==> src/sarcs_pkg.sv <==
// package of constants for the conversion sequencer
package sarcs_pkg;
   // =========================================
   // timing
   // =========================================
   localparam int unsigned CLK_HZ          = 40000000;
   localparam int unsigned THROUGHPUT_SPS  = 250000;
   // full cycle budget per conversion at the top rate
   localparam int unsigned CYCLE_CLKS      = CLK_HZ / THROUGHPUT_SPS;
   localparam int unsigned RES_BITS        = 16;
   localparam int unsigned SWITCH_CLKS     = 1;
   // =========================================
   // output codes
   // =========================================
   localparam logic [15:0] CODE_MID        = 16'h8000;
   localparam logic [15:0] CODE_TOP_SB     = 16'hffff;
   localparam logic [15:0] CODE_TOP_TC     = 16'h7fff;
   // =========================================
   // register map (axi4-lite byte addresses)
   // =========================================
   localparam logic [3:0] ADDR_CFG         = 4'h0;
   localparam logic [3:0] ADDR_STATUS      = 4'h4;
   localparam logic [3:0] ADDR_RESULT      = 4'h8;
   localparam logic [3:0] ADDR_ACTIVE      = 4'hc;
   // cfg fields
   localparam int unsigned CFG_BIPOLAR     = 0;
   localparam int unsigned CFG_HIGH_RANGE  = 1;
   localparam int unsigned CFG_CODING      = 2;
   localparam logic [2:0] CFG_RESET        = 3'h4;
   localparam logic [1:0] RESP_OKAY        = 2'h0;
   localparam logic [1:0] RESP_SLVERR      = 2'h2;

   typedef enum logic [2:0]
   {
      SARCS_ACQ   = 3'b000,
      SARCS_HOLD  = 3'b001,
      SARCS_XFER  = 3'b010,
      SARCS_TRIAL = 3'b011,
      SARCS_CODE  = 3'b100
   } sarcs_state_e;
endpackage
==> src/sarcs_cfg_latch.sv <==
// range and coding configuration latch, updated during acquisition
`timescale 1ns/1ps
`default_nettype none
module sarcs_cfg_latch
(
   input  wire logic       clock,
   input  wire logic       rst,
   input  wire logic       ce,
   input  wire logic       acquiring,
   input  wire logic [2:0] cfg_in,
   output var  logic [2:0] cfg_ff
);
   import sarcs_pkg::*;
   // =========================================
   // reload on every enabled clock while acquiring
   // =========================================
   always_ff @(posedge clock)
   begin
      if (rst)
         cfg_ff <= CFG_RESET;
      else if (ce && acquiring)
         cfg_ff <= cfg_in;
   end
endmodule
`default_nettype wire

==> src/sarcs_main.sv <==
// sar conversion sequencer with axi4-lite configuration slave
`timescale 1ns/1ps
`default_nettype none
module sarcs_main
(
   input  wire logic        clock,
   input  wire logic        rst,
   input  wire logic        ce,
   input  wire logic        conversion_start_n,
   input  wire logic        output_coding_select,
   input  wire logic        high_range_select,
   input  wire logic        bipolar_select,
   input  wire logic        interface_select,
   input  wire logic        config_source_select,
   input  wire logic        comparator_out,
   output var  logic        busy,
   output var  logic        sampling_switch_pos,
   output var  logic        sampling_switch_neg,
   output var  logic        array_to_inputs,
   output var  logic [15:0] capacitive_search_array,
   output var  logic [15:0] result_data,
   output var  logic [1:0]  active_range,
   input  wire logic [3:0]  s_axi_awaddr,
   input  wire logic        s_axi_awvalid,
   output var  logic        s_axi_awready,
   input  wire logic [31:0] s_axi_wdata,
   input  wire logic [3:0]  s_axi_wstrb,
   input  wire logic        s_axi_wvalid,
   output var  logic        s_axi_wready,
   output var  logic [1:0]  s_axi_bresp,
   output var  logic        s_axi_bvalid,
   input  wire logic        s_axi_bready,
   input  wire logic [3:0]  s_axi_araddr,
   input  wire logic        s_axi_arvalid,
   output var  logic        s_axi_arready,
   output var  logic [31:0] s_axi_rdata,
   output var  logic [1:0]  s_axi_rresp,
   output var  logic        s_axi_rvalid,
   input  wire logic        s_axi_rready
);
   import sarcs_pkg::*;

   // elaboration-time throughput check
   if (RES_BITS + 4 > CYCLE_CLKS)
   begin : g_budget_check
      $error("conversion does not fit the throughput budget");
   end

   sarcs_state_e state_ff;
   logic [4:0]   bit_ff;
   logic [15:0]  trial_ff;
   logic         start_d_ff;
   logic [2:0]   sw_cfg_ff;
   logic [2:0]   cfg_sel;
   logic [2:0]   cfg_act;
   logic         soft_mode;
   logic         start_fall;
   logic [15:0]  raw_code;

   // =========================================
   // configuration source selection
   // =========================================
   assign soft_mode = interface_select && !config_source_select;
   always_comb
   begin
      if (soft_mode)
         cfg_sel = sw_cfg_ff;
      else
         cfg_sel = {output_coding_select, high_range_select, bipolar_select};
   end

   // accepted at any time, applied while acquiring
   sarcs_cfg_latch u_cfg
   (
      .clock     (clock),
      .rst       (rst),
      .ce        (ce),
      .acquiring (state_ff == SARCS_ACQ),
      .cfg_in    (cfg_sel),
      .cfg_ff    (cfg_act)
   );

   assign active_range = {cfg_act[CFG_HIGH_RANGE], cfg_act[CFG_BIPOLAR]};

   // =========================================
   // start edge detect
   // =========================================
   always_ff @(posedge clock)
   begin
      if (rst)
         start_d_ff <= 1'b1;
      else if (ce)
         start_d_ff <= conversion_start_n;
   end
   assign start_fall = start_d_ff && !conversion_start_n;

   // =========================================
   // conversion sequencer
   // =========================================
   always_ff @(posedge clock)
   begin
      if (rst)
      begin
         state_ff <= SARCS_ACQ;
         bit_ff   <= 5'h0f;
         trial_ff <= 16'h0000;
      end
      else if (ce)
      begin
         case (state_ff)
            SARCS_ACQ:
               if (start_fall)
                  state_ff <= SARCS_HOLD;
            SARCS_HOLD:
               state_ff <= SARCS_XFER;
            SARCS_XFER:
            begin
               state_ff <= SARCS_TRIAL;
               bit_ff   <= 5'h0f;
               trial_ff <= CODE_MID;
            end
            SARCS_TRIAL:
            begin
               if (!comparator_out)
                  trial_ff[bit_ff[3:0]] <= 1'b0;
               if (bit_ff != 5'h00)
                  trial_ff[bit_ff[3:0] - 4'h1] <= 1'b1;
               if (bit_ff == 5'h00)
                  state_ff <= SARCS_CODE;
               else
                  bit_ff <= bit_ff - 5'h01;
            end
            SARCS_CODE:
               state_ff <= SARCS_ACQ;
            default:
               state_ff <= SARCS_ACQ;
         endcase
      end
   end

   assign busy                    = (state_ff != SARCS_ACQ);
   assign sampling_switch_pos     = (state_ff == SARCS_ACQ);
   assign sampling_switch_neg     = (state_ff == SARCS_ACQ);
   assign array_to_inputs         = (state_ff == SARCS_ACQ) || (state_ff == SARCS_HOLD);
   assign capacitive_search_array = (state_ff == SARCS_TRIAL) ? trial_ff : 16'h0000;

   // =========================================
   // output coding
   // =========================================
   assign raw_code = trial_ff;
   always_ff @(posedge clock)
   begin
      if (rst)
         result_data <= 16'h0000;
      else if (ce && state_ff == SARCS_CODE)
      begin
         if (cfg_act[CFG_CODING])
            result_data <= raw_code;
         else
            result_data <= raw_code ^ CODE_MID;
      end
   end

   // =========================================
   // axi4-lite slave
   // =========================================
   logic        aw_ok;
   logic        w_ok;
   logic [3:0]  aw_ff;
   logic [31:0] w_ff;
   logic [3:0]  ws_ff;

   assign s_axi_awready = !aw_ok && !s_axi_bvalid;
   assign s_axi_wready  = !w_ok && !s_axi_bvalid;

   always_ff @(posedge clock)
   begin
      if (rst)
      begin
         aw_ok        <= 1'b0;
         w_ok         <= 1'b0;
         aw_ff        <= 4'h0;
         w_ff         <= 32'h00000000;
         ws_ff        <= 4'h0;
         s_axi_bvalid <= 1'b0;
         s_axi_bresp  <= RESP_OKAY;
         sw_cfg_ff    <= CFG_RESET;
      end
      else if (ce)
      begin
         if (s_axi_awvalid && s_axi_awready)
         begin
            aw_ok <= 1'b1;
            aw_ff <= s_axi_awaddr;
         end
         if (s_axi_wvalid && s_axi_wready)
         begin
            w_ok  <= 1'b1;
            w_ff  <= s_axi_wdata;
            ws_ff <= s_axi_wstrb;
         end
         if (aw_ok && w_ok)
         begin
            aw_ok        <= 1'b0;
            w_ok         <= 1'b0;
            s_axi_bvalid <= 1'b1;
            if (aw_ff == ADDR_CFG)
            begin
               s_axi_bresp <= RESP_OKAY;
               if (ws_ff[0])
                  sw_cfg_ff <= w_ff[2:0];
            end
            else
               s_axi_bresp <= RESP_SLVERR;
         end
         else if (s_axi_bvalid && s_axi_bready)
            s_axi_bvalid <= 1'b0;
      end
   end

   assign s_axi_arready = !s_axi_rvalid;
   always_ff @(posedge clock)
   begin
      if (rst)
      begin
         s_axi_rvalid <= 1'b0;
         s_axi_rdata  <= 32'h00000000;
         s_axi_rresp  <= RESP_OKAY;
      end
      else if (ce)
      begin
         if (s_axi_arvalid && s_axi_arready)
         begin
            s_axi_rvalid <= 1'b1;
            s_axi_rresp  <= RESP_OKAY;
            case (s_axi_araddr)
               ADDR_CFG:    s_axi_rdata <= {29'h0, sw_cfg_ff};
               ADDR_STATUS: s_axi_rdata <= {28'h0, soft_mode, state_ff};
               ADDR_RESULT: s_axi_rdata <= {16'h0, result_data};
               ADDR_ACTIVE: s_axi_rdata <= {29'h0, cfg_act};
               default:
               begin
                  s_axi_rdata <= 32'h00000000;
                  s_axi_rresp <= RESP_SLVERR;
               end
            endcase
         end
         else if (s_axi_rready)
            s_axi_rvalid <= 1'b0;
      end
   end
endmodule
`default_nettype wire

==> config.mk <==
export PLATFORM = sky130hd
export DESIGN_NAME = sarcs_main
export DESIGN_NICKNAME = d
export VERILOG_FILES = /design/src/sarcs_pkg.sv /design/src/sarcs_cfg_latch.sv /design/src/sarcs_main.sv
export SDC_FILE = /design/constraint.sdc
export NUM_CORES = 1
export LEC_CHECK = 0
export ABC_AREA = 1
export ABC_CLOCK_PERIOD_IN_PS = 1500
export BUFFER_PORTS_ARGS = -buffer_cell sky130_fd_sc_hd__buf_2
export CAP_MARGIN = 5
export CORE_MARGIN = 2
export CORE_UTILIZATION = 35
export CTS_CLUSTER_DIAMETER = 100
export DETAILED_ROUTE_END_ITERATION = 10
export SYNTH_ARGS = -nofsm -noshare
export SYNTH_HDL_FRONTEND = slang
export SYNTH_SLANG_ARGS = --single-unit
==> constraint.sdc <==
create_clock -name clock -period 1.5 [get_ports clock]
set_input_delay 0.15 -clock clock [delete_from_list [all_inputs] [get_ports clock]]
set_output_delay 0.15 -clock clock [all_outputs]
set_load 0.01 [all_outputs]
==> impl_metrics.json, run 1 <==
{
  "cp-start-kind": "flop",
  "dieArea_sq_mm": 0.0112,
  "start_util_pct": 35.6,
  "synth_warnings": 0,
  "hold_ws_ps": 34.3,
  "switchingPower_uw": 1210,
  "synth_xor_area_share_pct": 0.483,
  "end_kind": "output port",
  "outcome": "complete, no violations",
  "wl_met1_um": 4510,
  "mostFrequentLayoutCell": "buf_2",
  "synth_top_family_by_area": "simple AND/OR/NAND/NOR gates",
  "nets": 684,
  "clock_path_buffers": 2,
  "cts_tree": "yes",
  "grt_pass1_wl_um": 15500,
  "routedWlPerCell_um": 13.0,
  "final.min_clock_period_ps": 1500,
  "combinationalPowerShare_pct": 13.9,
  "highest-signal-layer": "met4",
  "p_int_uw": 3270,
  "dr.pass1.iters": 5,
  "leakagePower_uw": 0.00219,
  "grt_antenna_before_repair": 0,
  "rsz0062_at_grt": "yes",
  "hold_viol": 0,
  "cp.arrival_ps": 1350,
  "grtUsageTotal_pct": 17.3,
  "num_io_pins": 138,
  "clkPwrFrac_pct": 36.8,
  "port_buffers": 87,
  "clk_latency_ps": 350,
  "overflow": 0,
  "drt_iter0_markers": 210,
  "netlist_area_sq_mm": 0.00363,
  "muxShareOfSynthArea_pct": 0,
  "drive_above_1_share_pct": 29.9,
  "synth-simple-area-share_pct": 20.6,
  "finalPower_uw": 4490,
  "critPathRequiredTime_ps": 1350,
  "die_height_um": 106,
  "pwr-share-seq_pct": 49.3,
  "cap_viol_max_count": 0,
  "finalCritPeriodShare_pct": 99.7,
  "grt_pass1_vias": 3420,
  "swShare_pct": 27.0,
  "netlist_instances": 516,
  "max_freq_mhz": 669,
  "setup_violations": 0,
  "wl_um": 9910,
  "cts.sinks": 77,
  "antenna_cells": 0,
  "path_max_fanout": 8,
  "synth_compound_area_share_pct": 20.4,
  "cellPowerDensity_mw_per_mm2": 926,
  "fin_setup_tns_ps": 0,
  "crit_type": "reg -> out",
  "ir_worst_vdd_uv": 328,
  "std_cell_rows": 37,
  "cts-root-buf": "clkbuf_8",
  "viasPerCell": 4.80,
  "routed-via-count": 3658,
  "ys_seq_elements": 77,
  "hp-class": "in -> reg",
  "wl_met3_um": 425,
  "ys_seq_area_share_pct": 42.5,
  "synth_cell_types": 26,
  "cts_made_buffers": 9,
  "cts_hold_buf": 0,
  "gp_congestion": 0.903,
  "die_w_um": 106,
  "mostFrequentLayoutCells": "buf_2 (74), dfxtp_1 (73), inv_1 (68), o21ai_0 (60), nand2_1 (57)",
  "dp_hpwl_um": 7140,
  "htreeDepth": 3,
  "drv_slew": 0,
  "path_clk_slew_ps": 70,
  "clock_skew_ps": 8.47,
  "grt_max_degree": 32,
  "drc": 0,
  "wl_met2_um": 4730,
  "area_growth_pct": 33.4,
  "coreArea_sq_mm": 0.0102,
  "synthAdderAreaFrac_pct": 1.38,
  "final_antenna_net_count": 0,
  "syn_avg_cell_area_sq_um": 7.03
}
## through the flow
stage          worst slack, ps  util (%)  cell area [sq um]  std cells
6_report                  4.44      47.5               4840        762
5_1_grt                  -66.8      47.5               4840        762
4_1_cts                  -18.7      44.6               4540        759
3_5_place_dp             -34.1      42.1               4280        742
3_3_place_gp             -1.69      42.1               4280        742
2_1_floorplan             55.5         -               3690        533
## cell type report
type                       count  area, sq um
clock buffer                  12          165
clock inverter                 4         45.0
sequential                    77         1550
timing repair buffer         117          792
multi-input combinational    338         1820
inverter                      78          300
tap                          136          170
fill                        1044         5340
## state kept, by name (all words and copies together), names as in the netlist
signal / cells
w_ff: 3
s_axi_bresp: 1
start_d_ff: 1
s_axi_bvalid: 1
aw_ff: 4
u_cfg.cfg_ff: 3
raw_code: 16
s_axi_rvalid: 1
bit_ff: 5
ws_ff: 1
sw_cfg_ff: 3
state_ff: 3
aw_ok: 1
result_data: 16
s_axi_rresp: 1
s_axi_rdata: 16
w_ok: 1
## layer usage
metal / GRT usage, % / up-vias
li1: - / 1856
met1: 21.6 / 1681
met2: 28.0 / 99
met3: 3.96 / 22
met4: 8.55 / 0
met5: 0 / -
## worst max-delay path, stage by stage, from the launching register on
cell and delay, ps:
dfxtp_4 380, nand2_4 60, nor2_4 110, inv_4 60, buf_12 150, nor2_4 110
buf_6 110
## Yosys cell counts
library cell  number  area (sq um)
dfxtp_1           77          1540
inv_1             73           274
nor2_1            68           255
o21ai_0           62           310
nand2_1           59           221
a21oi_1           53           265
nand3_1           28           140
buf_4             21           158
o211ai_1          16           120
clkbuf_1          14          52.6
nand4_1            8          50.1
buf_2              5          25.0
nor3_1             5          25.0
ha_1               4          50.1
inv_2              4          15.0
nor2_2             4          25.0
o21ai_1            4          20.0
nand2_2            2          12.5
nor3_2             2          20.0
a211oi_1           1          7.51
a21oi_2            1          8.76
clkinv_1           1          3.75
conb_1             1          3.75
o31ai_1            1          7.51
xnor2_1            1          8.76
xor2_1             1          8.76
## power groups by stage
stage                     clock network [uW]  registers (uW)  logic [uW]
after floorplan                            0            2260         376
after global placement                     0            2250         586
after detailed placement                   0            2250         596
after CTS                               1690            2210         601
after global routing                    1780            2220         702
final                                   1650            2210         624
## cell families (layout without fill, tap and decap cells)
group | after synthesis | after routing
buf+inv | 118 | 211
simple gates | 176 | 176
other cells | 1 | 18
flops | 77 | 77
compound gates | 138 | 138
fa+ha+maj | 4 | 4
xor+xnor | 2 | 2
## repair_timing
item,in CTS,in global routing
buffers inserted,1,2
setup endpoints to repair,22,41
pin swaps,1,5
resized for setup,17,67
cloned,0,1
## final timing paths
path                      start  cells after the start                     endpoint  slack [ps]
min reg2reg      s_axi_bresp[1]                      2               s_axi_bresp[1]         460
min          conversion_start_n                      3                   start_d_ff          30
max reg2reg           bit_ff[0]                     10                  raw_code[2]          60
max                 state_ff[1]                      6  capacitive_search_array[13]           4
Power figures use the tool's default switching activity.
==> run 2: changes to the inputs <==
--- a/config.mk
+++ b/config.mk
@@ -6,13 +6,14 @@
 export NUM_CORES = 1
 export LEC_CHECK = 0
 export ABC_AREA = 1
-export ABC_CLOCK_PERIOD_IN_PS = 1500
+export ABC_CLOCK_PERIOD_IN_PS = 1700
 export BUFFER_PORTS_ARGS = -buffer_cell sky130_fd_sc_hd__buf_2
 export CAP_MARGIN = 5
 export CORE_MARGIN = 2
 export CORE_UTILIZATION = 35
 export CTS_CLUSTER_DIAMETER = 100
 export DETAILED_ROUTE_END_ITERATION = 10
+export HOLD_SLACK_MARGIN = 0.08
 export SYNTH_ARGS = -nofsm -noshare
 export SYNTH_HDL_FRONTEND = slang
 export SYNTH_SLANG_ARGS = --single-unit
==> constraint.sdc (replaced) <==
create_clock -name clock -period 1.7 [get_ports clock]
set_input_delay 0.17 -clock clock [delete_from_list [all_inputs] [get_ports clock]]
set_output_delay 0.17 -clock clock [all_outputs]
set_load 0.01 [all_outputs]
==> impl_metrics.json, run 2 (same netlist as run 1, synthesis figures left out) <==
{
  "cellPowerDensity_mw_per_mm2": 807,
  "grt_max_degree": 32,
  "coreArea_sq_mm": 0.0102,
  "end_kind": "output port",
  "rsz0062_at_grt": "yes",
  "met1_usage_pct": 21.6,
  "outcome": "complete, no violations",
  "combinationalPowerShare_pct": 14.6,
  "final_antenna_net_count": 0,
  "max_freq_mhz": 604,
  "path_clk_slew_ps": 70,
  "gr-usage-met3_pct": 3.59,
  "grt_pass1_vias": 3277,
  "mostFrequentLayoutCell": "buf_2",
  "p_int_uw": 2580,
  "routed-via-count": 3554,
  "dp_hpwl_um": 7110,
  "grt_antenna_before_repair": 0,
  "cp.arrival_ps": 1480,
  "met2_usage_pct": 27.1,
  "switchingPower_uw": 993,
  "leakagePower_uw": 0.00206,
  "nets": 678,
  "fill_cells": 1086,
  "drv_slew": 0,
  "clk_latency_ps": 350,
  "setup_ws_ps": 45.7,
  "pre_cts_ws_ps": 50.4,
  "setup_violations": 0,
  "clkPwrFrac_pct": 31.0,
  "clock_skew_ps": 4.26,
  "cap_viol_max_count": 0,
  "dr.pass1.iters": 4,
  "grt_pass1_wl_um": 15100,
  "multi_input_area_sq_mm": 0.00165,
  "die_height_um": 106,
  "overflow": 0,
  "swShare_pct": 27.8,
  "drt_iter0_markers": 170,
  "seqCellArea_sq_mm": 0.00155,
  "routedWlPerCell_um": 12.7,
  "cts-root-buf": "clkbuf_8",
  "crit_type": "reg -> out",
  "clock_path_buffers": 2,
  "drc": 0,
  "hold_ws_ps": 98.3,
  "ir_worst_vdd_uv": 284,
  "grt.busiest_layer": "met2",
  "gp_congestion": 0.920,
  "grtUsageTotal_pct": 16.9,
  "pwr-share-seq_pct": 54.4,
  "dieArea_sq_mm": 0.0112,
  "drive_above_1_share_pct": 21.8,
  "path_max_fanout": 16,
  "die_w_um": 106,
  "mostFrequentLayoutCells": "buf_2 (87), dfxtp_1 (75), inv_1 (73), o21ai_0 (62), nor2_1 (62)",
  "regToRegSetupSlack_ps": 50,
  "hp-class": "in -> reg",
  "std_cell_rows": 37,
  "viasPerCell": 4.73,
  "port_buffers": 87,
  "hold_viol": 0,
  "cts_made_buffers": 9,
  "antenna_cells": 0,
  "cts_tree": "yes",
  "num_io_pins": 138,
  "finalCoreUtilization_pct": 43.5,
  "start_util_pct": 35.6,
  "wl_um": 9560,
  "htreeDepth": 3,
  "cp-start-kind": "flop",
  "cts.sinks": 77,
  "final.min_clock_period_ps": 1650,
  "finalCritPeriodShare_pct": 97.3,
  "fin_setup_tns_ps": 0,
  "critPathRequiredTime_ps": 1530,
  "area_growth_pct": 22.1
}
[run 2: cell count changes in the layout (fill, tap and decap cells not counted), moves of 3 or more]
cell,delta
a21oi_2,-3
nor2_1,+18
inv_4,-3
buf_2,+13
clkinv_2,-3
inv_1,+5
nor2_4,-17
buf_4,-9
buf_6,-14
dlygate4sd3_1,+7
clkbuf_1,+3
clkbuf_8,-3
[run 2: power groups by stage]
stage               registers [uW]  logic, uW  clock network (uW)
finish                        1950        521                1110
global route                  1960        587                1230
CTS                           1950        520                1140
detailed placement            1990        505                   0
global placement              1990        497                   0
floorplan                     2000        331                   0
[run 2: path summary, 6_finish.rpt]
check / cells after the start / to / start
setup / recovery: 6 / capacitive_search_array[8] / state_ff[1]
hold / removal: 3 / w_ff[0] / s_axi_wdata[0]
setup reg to reg: 7 / raw_code[12] / bit_ff[1]
hold reg to reg: 2 / s_axi_bresp[1] / s_axi_bresp[1]
[run 2: metal layers]
metal	wire length [um]	up-vias	part of all wire, %
li1	-	1833	-
met1	4480	1609	47
met2	4450	97	46
met3	434	15	4.5
met4	205	0	2.1
met5	0	-	0
[run 2: worst max-delay path, stage by stage, from the launching register on]
cell     delay [ps]
dfxtp_4         370
nand2_1         100
nor2_4          150
inv_1            80
buf_6           160
nor2_1          130
buf_2           150
[run 2: cell type report]
class | count | area share (%)
well taps | 136 | 3.84
clock buffers | 12 | 3.05
flip-flops and latches | 77 | 34.9
repair buffers | 111 | 14.4
multi-input cells | 338 | 37.3
inverters | 78 | 6.60
[run 2: metrics by stage]
step	instances	instance area [sq um]	total power, uW
6_report	752	4430	3580
5_1_grt	752	4430	3780
4_1_cts	750	4390	3610
3_5_place_dp	731	4180	2490
3_3_place_gp	731	4180	2480
2_1_floorplan	533	3690	2330
[run 2: repair_timing]
action                                  4_1_cts  5_1_grt
pin swaps                                     0        1
resized for setup                             4        8
setup buffers                                 0        2
endpoints found under the setup margin       16       27
hold buffers                                  7        0
hold endpoints to repair                      7        0
==> run 3: changes to the inputs <==
--- a/config.mk
+++ b/config.mk
@@ -6,7 +6,7 @@
 export NUM_CORES = 1
 export LEC_CHECK = 0
 export ABC_AREA = 1
-export ABC_CLOCK_PERIOD_IN_PS = 1700
+export ABC_CLOCK_PERIOD_IN_PS = 1800
 export BUFFER_PORTS_ARGS = -buffer_cell sky130_fd_sc_hd__buf_2
 export CAP_MARGIN = 5
 export CORE_MARGIN = 2
==> constraint.sdc (replaced) <==
create_clock -name clock -period 1.8 [get_ports clock]
set_input_delay 0.18 -clock clock [delete_from_list [all_inputs] [get_ports clock]]
set_output_delay 0.18 -clock clock [all_outputs]
set_load 0.01 [all_outputs]
==> impl_metrics.json, run 3 (same netlist as run 1, synthesis figures left out) <==
{
  "mostFrequentLayoutCells": "buf_2 (87), dfxtp_1 (75), inv_1 (72), nor2_1 (64), o21ai_0 (62)",
  "nets": 678,
  "cp.arrival_ps": 2030,
  "end_kind": "flop",
  "port_buffers": 87,
  "clock_skew_ps": 7.87,
  "setup_ws_ps": 41.5,
  "final_antenna_net_count": 0,
  "area_growth_pct": 24.2,
  "leakagePower_uw": 0.00210,
  "hold_depth": 3,
  "crit_slowest_cell": "nor2_1",
  "hold_viol": 0,
  "cts_tree": "yes",
  "path_clk_slew_ps": 80,
  "dieArea_sq_mm": 0.0112,
  "critPathRequiredTime_ps": 2070,
  "drt_iter0_markers": 215,
  "cts-root-buf": "clkbuf_8",
  "ir_worst_vdd_uv": 307,
  "num_io_pins": 138,
  "pre_cts_ws_ps": 147,
  "worstMarginPinSlew_ps": 554,
  "htreeDepth": 3,
  "placed_cells": 726,
  "grt_pass1_wl_um": 15300,
  "antenna_cells": 0,
  "clk_latency_ps": 350,
  "cts_made_buffers": 9,
  "clock_path_buffers": 2,
  "wl_um": 9660,
  "cap_viol_max_count": 0,
  "hp-class": "in -> reg",
  "seqCellArea_sq_mm": 0.00155,
  "routed-via-count": 3588,
  "path_max_fanout": 8,
  "viasPerCell": 4.75,
  "r2r-end": "raw_code[14]",
  "setup_violations": 0,
  "min_from": "s_axi_wstrb[0]",
  "die_w_um": 106,
  "grt_max_degree": 32,
  "drive_above_1_share_pct": 23.2,
  "regToRegSetupSlack_ps": 40,
  "crit_type": "reg -> reg",
  "final.min_clock_period_ps": 1760,
  "mostFrequentLayoutCell": "buf_2",
  "cellPowerDensity_mw_per_mm2": 819,
  "cts.sinks": 77,
  "finalCoreUtilization_pct": 44.3,
  "max_stage_delay_ps": 410,
  "grt_pass1_vias": 3249,
  "cp-start-kind": "flop",
  "gp_congestion": 0.915,
  "dp_hpwl_um": 6940,
  "grt_antenna_before_repair": 0,
  "start_util_pct": 35.6,
  "rr_startpoint": "state_ff[1]",
  "overflow": 0,
  "multi_input_area_sq_mm": 0.00165,
  "dr.pass1.iters": 5,
  "max_freq_mhz": 569,
  "crit_path_cell_trace": "nand2_2, nor2_4, buf_4, buf_4, nand2_2, nor2_1, nand2_1, a21oi_1",
  "holdPathEnd": "ws_ff[0]",
  "rsz0062_at_grt": "yes",
  "fin_setup_tns_ps": 0,
  "std_cell_rows": 37,
  "coreArea_sq_mm": 0.0102,
  "fill_cells": 1076,
  "finalCritPeriodShare_pct": 97.7,
  "ff2ff_path_depth": 8,
  "die_height_um": 106,
  "grtUsageTotal_pct": 17.2,
  "drv_slew": 0,
  "relSlewSlack_pct": 63.0,
  "routedWlPerCell_um": 12.8,
  "drc": 0,
  "outcome": "complete, no violations",
  "stdcell_count": 756
}
run 3: changes by cell type in the layout (fill, tap and decap cells not counted), moves of 2 or more:
cell           before  now
clkbuf_1            3    0
clkbuf_8            9   12
nor2_2              9    7
nor2_1             62   64
dlygate4sd3_1       7    5
clkinv_2            0    3
clkinvlp_4          0    2
run 3: worst max-delay path, delay by kind of cell (launching register included):
family                 cells  cell delay (ps)
and+or+nand+nor            5              910
DFF                        1              380
buffers and inverters      2              250
AOI/OAI and AO/OA          1              140
run 3: stage by stage:
step,hold slack [ps],cell area [sq um],power [uW]
after detailed placement,424,4140,2350
after floorplan,280,3690,2200
after global routing,101,4510,3870
after global placement,412,4140,2340
after CTS,85.6,4480,3720
final,102,4510,3690
run 3: layer usage:
metal	global-route usage (%)	routed length, um	share of wire [%]	vias to the layer above
met2	27.7	4480	46	93
met5	0	0	0	-
met1	22.1	4520	47	1643
met3	2.91	395	4.1	19
met4	8.83	258	2.7	0
li1	-	-	-	1833
run 3: worst max path at each step:
stage               cells after the start  slack, ps                    endpoint   startpoint
finish                                  8         40                raw_code[14]  state_ff[1]
global route                            8        -20                raw_code[12]  state_ff[1]
CTS                                     6         -3  capacitive_search_array[1]  state_ff[1]
detailed placement                      7        150                   bit_ff[2]    bit_ff[0]
global placement                        5        190  capacitive_search_array[2]  state_ff[1]
floorplan                               7        360                 raw_code[7]    bit_ff[0]
run 3: power by group:
part | total (uW) | leakage [uW] | internal (uW) | switching [uW]
sequential | 1840 | 0.000628 | 1780 | 57.4
clock | 1360 | 0.000112 | 747 | 616
combinational | 489 | 0.00136 | 181 | 308
run 3: area by class of cell:
class | count | area share, %
multi-input cells | 338 | 36.6
flip-flops and latches | 77 | 34.3
repair buffers | 110 | 13.9
inverters | 78 | 6.58
well taps | 136 | 3.78
clock buffers | 12 | 3.66
clock inverters | 4 | 0.999
repair inverters | 1 | 0.167
run 3: repair_timing:
item                                    4_1_cts  5_1_grt
setup buffers                                 8        0
hold endpoints to repair                      5        0
gates cloned                                  1        0
hold buffers                                  5        0
pin swaps                                     1        1
endpoints found under the setup margin       16       23
gates resized for setup                       7        7
